--- config.mk ---
export PLATFORM = sky130hd
export DESIGN_NAME = acs_scan_select
export DESIGN_NICKNAME = d
export VERILOG_FILES = /design/src/hdl/acs_pkg.sv /design/src/hdl/acs_step_decode.sv /design/src/hdl/acs_scan_select.sv
export VERILOG_INCLUDE_DIRS = /design/src /design/src/hdl
export SDC_FILE = /design/constraint.sdc
export NUM_CORES = 1
export LEC_CHECK = 0
export ABC_AREA = 1
export BUFFER_PORTS_ARGS = -buffer_cell sky130_fd_sc_hd__buf_2
export CAP_MARGIN = 20
export CORE_MARGIN = 2
export CORE_UTILIZATION = 27
export CTS_CLUSTER_DIAMETER = 120
export CTS_CLUSTER_SIZE = 40
export DETAILED_ROUTE_END_ITERATION = 6
export SKIP_LAST_GASP = 1
export SYNTH_ARGS = -nofsm -noshare
export SYNTH_HDL_FRONTEND = slang
export SYNTH_SLANG_ARGS = --single-unit
export TNS_END_PERCENT = 30
--- constraint.sdc ---
create_clock -name clk -period 2.32 [get_ports clk]
set_input_delay 0.464 -clock clk [delete_from_list [all_inputs] [get_ports clk]]
set_output_delay 0.464 -clock clk [all_outputs]
set_load 0.05 [all_outputs]
--- src/hdl/acs_defs.svh ---
/*
 * Constants for the channel scan and test select block: register addressing,
 * field positions, reset values. Assumes inclusion from the modules and the bench.
 */
`ifndef ACS_DEFS_SVH
`define ACS_DEFS_SVH

// register address carried on data bits 11..10
`define ACS_ADDR_HI 11
`define ACS_ADDR_LO 10
`define ACS_ADDR_SEL 2'h0
`define ACS_ADDR_MODE 2'h1

// input select control fields
`define ACS_SEL_HI 7
`define ACS_SEL_LO 3
`define ACS_TEST_HI 9
`define ACS_TEST_LO 8
`define ACS_DIFF_BIT 5

// mode and reset control fields
`define ACS_DEVRST_BIT 0
`define ACS_SYNCCLR_BIT 1
`define ACS_PINMODE_BIT 6
`define ACS_FORMAT_BIT 7
`define ACS_OFFCAL_BIT 8
`define ACS_READBACK_BIT 9

// reset values
`define ACS_SEL_RESET 10'h020
`define ACS_MODE_RESET 10'h030

`endif

--- src/hdl/acs_pkg.sv ---
/*
 * Types shared by the channel scan and test select block.
 * Assumes acs_defs.svh is available on the include path.
 */
package acs_pkg;
	// analog source driven to the sampler
	typedef enum logic [2:0] {
		ACS_SRC_A_POS = 3'h0,
		ACS_SRC_A_NEG = 3'h1,
		ACS_SRC_B_POS = 3'h2,
		ACS_SRC_B_NEG = 3'h3,
		ACS_SRC_A_DIFF = 3'h4,
		ACS_SRC_B_DIFF = 3'h5,
		ACS_SRC_NONE = 3'h7
	} acs_src_t;

	// test source replacing the analog input
	typedef enum logic [1:0] {
		ACS_TEST_NORMAL = 2'h0,
		ACS_TEST_UPPER = 2'h1,
		ACS_TEST_MID = 2'h2,
		ACS_TEST_LOWER = 2'h3
	} acs_test_t;

	// scan sequencer step, gray coded along the wrap path
	typedef enum logic [1:0] {
		ACS_STEP0 = 2'h0,
		ACS_STEP1 = 2'h1,
		ACS_STEP2 = 2'h3,
		ACS_STEP3 = 2'h2
	} acs_step_t;
endpackage : acs_pkg

--- src/hdl/acs_step_decode.sv ---
/*
 * Combinational map from selection code and scan step to an analog source,
 * plus the sequence length. Assumes the caller registers the result.
 */
`timescale 1ns/1ps
`include "acs_defs.svh"

module acs_step_decode
	import acs_pkg::*;
(
	// selection
	input wire logic [4:0] selCode,
	input wire acs_step_t step,
	// result
	output acs_src_t source,
	output logic [2:0] seqLength,
	output logic codeValid
);
	// table lookup; reserved codes give no source
	always_comb begin
		source = ACS_SRC_NONE;
		seqLength = 3'h1;
		codeValid = 1'b1;
		unique case (selCode)
			5'h00: source = ACS_SRC_A_POS;
			5'h01: source = ACS_SRC_A_NEG;
			5'h02: source = ACS_SRC_B_POS;
			5'h03: source = ACS_SRC_B_NEG;
			5'h04: source = ACS_SRC_A_DIFF;
			5'h05: source = ACS_SRC_B_DIFF;
			5'h11: begin
				seqLength = 3'h2;
				source = (step == ACS_STEP0) ? ACS_SRC_A_POS : ACS_SRC_A_NEG;
			end
			5'h12: begin
				seqLength = 3'h3;
				source = (step == ACS_STEP0) ? ACS_SRC_A_POS :
					(step == ACS_STEP1) ? ACS_SRC_A_NEG : ACS_SRC_B_POS;
			end
			5'h13: begin
				seqLength = 3'h4;
				unique case (step)
					ACS_STEP0: source = ACS_SRC_A_POS;
					ACS_STEP1: source = ACS_SRC_A_NEG;
					ACS_STEP2: source = ACS_SRC_B_POS;
					ACS_STEP3: source = ACS_SRC_B_NEG;
				endcase
			end
			5'h15: begin
				seqLength = 3'h2;
				source = (step == ACS_STEP0) ? ACS_SRC_A_POS : ACS_SRC_B_DIFF;
			end
			5'h16: begin
				seqLength = 3'h3;
				source = (step == ACS_STEP0) ? ACS_SRC_A_POS :
					(step == ACS_STEP1) ? ACS_SRC_A_NEG : ACS_SRC_B_DIFF;
			end
			5'h19: begin
				seqLength = 3'h2;
				source = (step == ACS_STEP0) ? ACS_SRC_A_DIFF : ACS_SRC_B_DIFF;
			end
			default: codeValid = 1'b0; // reserved codes
		endcase
	end
endmodule : acs_step_decode

--- src/hdl/acs_scan_select.sv ---
/*
 * Control register write port, channel selection, autoscan sequencer and
 * test source decode. Assumes the host drives the write strobe and data
 * from logic on clk, so no synchroniser is placed on them.
 */
`timescale 1ns/1ps
`include "acs_defs.svh"

module acs_scan_select
	import acs_pkg::*;
(
	// clock and reset
	input wire logic clk,
	input wire logic resetn,
	// host write port
	input wire logic writeStrobe,
	input wire logic [11:0] writeData,
	// converter timing
	input wire logic conversionDone,
	// selection outputs
	output acs_src_t analogSource,
	output acs_test_t testSource,
	output logic differentialMode,
	output logic scanActive,
	output logic selectionValid,
	// control register and reset view
	output logic [9:0] inputSelectControl,
	output logic [9:0] modeAndResetControl,
	output logic deviceInReset
);
	typedef struct packed {
		logic [9:0] selReg;
		logic [9:0] modeReg;
		acs_step_t step;
		acs_src_t src;
		acs_test_t test;
		logic diff;
		logic scan;
		logic valid;
	} acs_state_t;

	acs_state_t state;
	acs_state_t next_state;
	acs_src_t stepSource;
	logic [2:0] seqLength;
	logic codeValid;
	logic [1:0] writeAddr;
	logic devReset;
	logic syncClear;
	acs_step_t advancedStep;
	acs_step_t lookupStep;

	assign writeAddr = writeData[`ACS_ADDR_HI:`ACS_ADDR_LO];
	assign devReset = state.modeReg[`ACS_DEVRST_BIT];
	assign syncClear = state.modeReg[`ACS_SYNCCLR_BIT];

	// next step along the gray path, wrapping at the sequence length
	always_comb begin
		unique case (state.step)
			ACS_STEP0: advancedStep = (seqLength > 3'h1) ? ACS_STEP1 : ACS_STEP0;
			ACS_STEP1: advancedStep = (seqLength > 3'h2) ? ACS_STEP2 : ACS_STEP0;
			ACS_STEP2: advancedStep = (seqLength > 3'h3) ? ACS_STEP3 : ACS_STEP0;
			ACS_STEP3: advancedStep = ACS_STEP0;
		endcase
	end

	// lookup sees the step that will be live next cycle so outputs stay aligned
	assign lookupStep = next_state.step;

	acs_step_decode stepDecode (
		.selCode(next_state.selReg[`ACS_SEL_HI:`ACS_SEL_LO]),
		.step(lookupStep),
		.source(stepSource),
		.seqLength(seqLength),
		.codeValid(codeValid)
	);

	// register writes, sequencer and output decode
	always_comb begin
		next_state = state;
		if (writeStrobe) begin
			unique case (writeAddr)
				`ACS_ADDR_SEL: next_state.selReg = writeData[9:0];
				`ACS_ADDR_MODE: next_state.modeReg = writeData[9:0];
				default: ; // reserved addresses ignored
			endcase
		end
		// device reset bit holds both registers at reset values but keeps itself
		if (next_state.modeReg[`ACS_DEVRST_BIT]) begin
			next_state.selReg = `ACS_SEL_RESET;
			next_state.modeReg = `ACS_MODE_RESET | 10'h001;
		end
		// a fresh selection write or sync clear restarts the sequence
		if (next_state.modeReg[`ACS_SYNCCLR_BIT] || next_state.modeReg[`ACS_DEVRST_BIT] ||
			(writeStrobe && writeAddr == `ACS_ADDR_SEL)) begin
			next_state.step = ACS_STEP0;
		end else if (conversionDone && state.scan) begin
			next_state.step = advancedStep;
		end
		next_state.src = stepSource;
		next_state.valid = codeValid;
		next_state.diff = (stepSource == ACS_SRC_A_DIFF) || (stepSource == ACS_SRC_B_DIFF);
		next_state.scan = next_state.selReg[`ACS_SEL_HI] && codeValid && (seqLength > 3'h1);
		next_state.test = acs_test_t'(next_state.selReg[`ACS_TEST_HI:`ACS_TEST_LO]);
	end

	// one register stage for all state; sync reset
	always_ff @(posedge clk) begin
		if (!resetn) begin
			state.selReg <= `ACS_SEL_RESET;
			state.modeReg <= `ACS_MODE_RESET;
			state.step <= ACS_STEP0;
			state.src <= ACS_SRC_A_DIFF;
			state.test <= ACS_TEST_NORMAL;
			state.diff <= 1'b1;
			state.scan <= 1'b0;
			state.valid <= 1'b1;
		end else begin
			state <= next_state;
		end
	end

	// outputs straight from flip-flops
	assign analogSource = state.src;
	assign testSource = state.test;
	assign differentialMode = state.diff;
	assign scanActive = state.scan;
	assign selectionValid = state.valid;
	assign inputSelectControl = state.selReg;
	assign modeAndResetControl = state.modeReg;
	assign deviceInReset = devReset;
	// sync clear is a level held by software; host pulses it while configuring
	logic unusedSync;
	assign unusedSync = syncClear;
endmodule : acs_scan_select

==> results.md <==
- The critical path crosses 13 cells after its start point.
- In this run the worst hold path is classified as in2reg.
- Across every metal layer, demand over resource in global routing totals 10.9%.
- The most common cell in the synthesized netlist is sky130_fd_sc_hd__nand2_1.
- The count of cells along the worst register-to-register path is 11.
- The number of CTS-inserted buffers is 3.
- The clock tree from TritonCTS is done.
- Sorting the synthesized cells by area gives the leading types as sky130_fd_sc_hd__dfxtp_1 (34%), sky130_fd_sc_hd__nand2_1 (12%), sky130_fd_sc_hd__buf_4 (12%).
- The highest clock frequency the design can meet is 0.484 GHz.
- After synthesis, flip-flops and latches occupy 34.4% of the total area.
- The classification of the worst setup path is in2reg.
- The average instance area after synthesis is 7.24 um^2.
- Of the cells placed in the final design, the portion with a size suffix greater than 1 is 31.8%.
- The required time at the worst-slack endpoint is 2.47 ns.
- The number of antenna repair diodes is 0.
- The post-detailed-route DRC marker count is 0.
- Dividing the final minimum period by the clock period gives 89.0%.
- The arrival time reported for the critical path endpoint is 2.22 ns.
- The clock period could shrink to 2.06 ns.
- The share of total power in combinational logic is 21.7%.
- The launch instance of the worst min-delay path is resetn.
- The worst clock skew is 0.0105 ns.
- The family with the most delay on the worst path is simple AND/OR/NAND/NOR gates.
- The post-layout net count is 262.
- The count of final hold-check violations came to 0.
- The layout-stage area growth over the synthesis result is 11.4%.
- The clock insertion delay at the later pin of the skew report is 0.28 ns.
- The predominant post-synthesis flop cell is sky130_fd_sc_hd__dfxtp_1.
- The dominant cell type by count on the critical path is sky130_fd_sc_hd__nand2_1.
- After legalization and detailed placement, the total HPWL measured 2790 um.
- The async set-or-reset flop fraction in the synthesized netlist is 0%.
- The tree built by TritonCTS fans out to 28 sinks.
- The die is 81.7 um wide.
- Along the worst path, the maximum fanout reaches 15.
- In this run the post-CTS setup repair buffer count came out at 0.
- For the pin with the worst max-slew slack, the measured transition is 0.408 ns.
- The stage delay of the slowest cell on the critical path is 0.25 ns.
- VDD sags by at most 0.000308 V.
- In the synthesized netlist, the number of instances is 225.
- The clock input transition at the sequential cells of the worst setup and hold paths is 0.09 ns.
- The floorplan die area is 6670 um^2.
- After synthesis the cells add up to 1630 um^2.
- The initialized floorplan defines 28 standard-cell rows.
- The weighted congestion at the end of routability-driven global placement is 0.910.
- The routed wire length is 3490 um.
- The remaining number of nets flagged by the antenna check after routing is 0.
- The pre-antenna-repair detailed-routing pass consisted of 4 iterations.
- Across all layers, the routed design uses 1412 vias.
- The count of max-cap constraint violations is 0.
- The most critical setup path has its startpoint at writeData[11].
- The worst hold path depth is 2.
- The run finished with clean final reports.
- The number of buffers on the longest clock path is 2.
- The vias per cell is 4.41.
- Together, buffers and inverters on the worst path number 1.
- The clock network is responsible for 33.8% of the overall power.
- The die height is 81.7 um.
- The worst-case headroom to the max-slew limit is 72.8%.
- The switching portion of total power is 30.6%.
- In this run the number of H-tree levels came out at 1.
- The initial core utilization is 27.7%.
- The initial antenna violation count is 0.
- The synthesis-stage register bit count is 28.
- The via count of the first global-routing pass is 1347.
- The worst register-to-register path begins at inputSelectControl[7]$_SDFF_PN0_.
- The number of buffers inserted by port buffering is 44.
- The post-layout utilization of the core is 30.8%.
- The top cell type by area accounts for 34.4% of the synthesized area.
- The clock root buffer is sky130_fd_sc_hd__clkbuf_8.
- Summed over all cells, the static leakage comes to 0.000901 uW.
- The critical path goes through buf_2, nor2_4, nand2_4, nand2_1, nand2_2, o21ai_1, nand3_1, nand2_1, nor2_1, nand2_1, o21ai_0, a21oi_1, a21oi_1.
- In this run the count of I/O pins placed on the die edge is 45.
- The first routing iteration left 74 violations.
- The largest individual stage delay along the critical path comes from the cell sky130_fd_sc_hd__o21ai_1.
- Entering global routing, the biggest net connects 17 pins.
- For this run, the number of Yosys warnings is 0.
- The number of nets handed over by synthesis was 241.
- By count the netlist is led by sky130_fd_sc_hd__nand2_1 (53), sky130_fd_sc_hd__dfxtp_1 (28), sky130_fd_sc_hd__buf_4 (26), sky130_fd_sc_hd__nor2_1 (22), sky130_fd_sc_hd__inv_1 (19).
- The number of slew-limit violations in the final report is 0.
- Dividing total power by cell area gives a power density of 631 nW/um^2.
- Setup repair after global routing left no endpoint under its margin.
- The internal portion of the total power is 795 uW.
- The routed wire length per instance is 10.9 um.
- In this run the power spent charging and discharging nets is 351 uW.
- STA classifies the critical path startpoint as an input port.
- The first global-routing pass estimated 5780 um of wire.
- In this run the standard cell core region covers 5890 um^2.
- Summed over all instances, the cell type with the most area after synthesis is sky130_fd_sc_hd__dfxtp_1.
- STA classifies the critical path endpoint as a flop.
- The setup TNS is 0 ns.
- The post-synthesis cell type count is 29.
- The final-report setup violation count is 0.
- The share of total power dissipated in sequential elements is 44.5%.
- The synthesized design contains 0 enable-type register cells.
- The total global routing overflow is 0.
==> kinds of logic (layout without fill, tap and decap cells) <==
logic type	count (synthesis)	after routing	share of synthesized area (%)
AND/OR/NAND/NOR	119	119	38.0
AO/OA/AOI/OAI	25	25	8.45
multiplexers	1	1	0.614
flip-flops	28	28	34.4
buffers and inverters	52	72	18.5
==> what timing repair did <==
action / in CTS / in global routing
gates resized for setup: 0 / 1
setup endpoints to repair: 0 / 1
hold buffers: 0 / 0
==> area by class of cell <==
class,instances,area (um^2)
Clock buffer,3,41.3
Clock inverter,1,30.0
Fill cell,644,4070
Inverter,22,82.6
Multi-Input combinational cell,145,772
Sequential cell,28,561
Tap cell,75,93.8
Timing Repair Buffer,46,235
==> through the flow <==
| step | total power [uW] | setup WS, ns | instance area, um^2 | instances | hold slack (ns) |
|---|---|---|---|---|---|
| finish | 1150 | 0.255 | 1820 | 320 | 0.403 |
| floorplan | 732 | 0.399 | 1630 | 225 | 0.439 |
| global route | 1200 | 0.0299 | 1820 | 320 | 0.390 |
| CTS | 1160 | 0.234 | 1810 | 320 | 0.396 |
| detailed placement | 769 | 0.00620 | 1740 | 316 | 0.452 |
| global placement | 769 | 0.0322 | 1740 | 316 | 0.444 |
==> power by group through the flow <==
stage | Sequential (uW) | Combinational, uW | Clock [uW]
after floorplan | 537 | 196 | 0
after global placement | 522 | 247 | 0
after detailed placement | 522 | 247 | 0
after CTS | 511 | 249 | 398
after global routing | 513 | 273 | 417
final | 510 | 249 | 387
==> worst paths after layout <==
check	end	slack (ns)
worst max-delay path	analogSource[0]$_SDFF_PN0_	0.26
worst min-delay path	selectionValid$_SDFF_PN1_	0.40
worst max register to register	analogSource[0]$_SDFF_PN0_	0.56
worst min register to register	modeAndResetControl[6]$_SDFFE_PP0P_	0.47
==> worst reg2reg max path, cell delays in order, from the launching register on <==
cell,delay (ns)
sky130_fd_sc_hd__dfxtp_1,0.37
sky130_fd_sc_hd__inv_1,0.05
sky130_fd_sc_hd__nand2_1,0.06
sky130_fd_sc_hd__o21ai_1,0.10
sky130_fd_sc_hd__nor2_2,0.26
sky130_fd_sc_hd__nand3_1,0.15
sky130_fd_sc_hd__nand2_1,0.14
sky130_fd_sc_hd__nor2_1,0.08
sky130_fd_sc_hd__nand2_1,0.10
sky130_fd_sc_hd__o21ai_0,0.10
sky130_fd_sc_hd__a21oi_1,0.15
sky130_fd_sc_hd__a21oi_1,0.08
==> registers in the layout, indices dropped and copies added (netlist names) <==
name	count
analogSource	3
differentialMode	1
inputSelectControl	10
modeAndResetControl	10
scanActive	1
selectionValid	1
state	2
==> routing by layer <==
layer	share of wire (%)	wire [um]	track usage (%)	vias to the layer above
met5	0	0	0	-
met4	1.1	38	4.67	0
met3	4.1	144	1.54	2
met2	47	1650	18.7	32
met1	47	1660	13.7	655
li1	-	-	-	723
==> cell usage in the layout (no fill, tap or decap), types with 4 or more instances in the layout <==
| cell | Yosys | routed |
|---|---|---|
| sky130_fd_sc_hd__buf_2 | 1 | 44 |
| sky130_fd_sc_hd__inv_1 | 19 | 19 |
| sky130_fd_sc_hd__nand3_1 | 12 | 12 |
| sky130_fd_sc_hd__nand2_4 | 7 | 7 |
| sky130_fd_sc_hd__dfxtp_1 | 28 | 28 |
| sky130_fd_sc_hd__nand2_1 | 53 | 53 |
| sky130_fd_sc_hd__a21oi_1 | 17 | 17 |
| sky130_fd_sc_hd__nand4_1 | 4 | 4 |
| sky130_fd_sc_hd__nor2_1 | 22 | 22 |
| sky130_fd_sc_hd__nand2_2 | 7 | 7 |
Note: power is estimated with default switching activity, not from simulation.
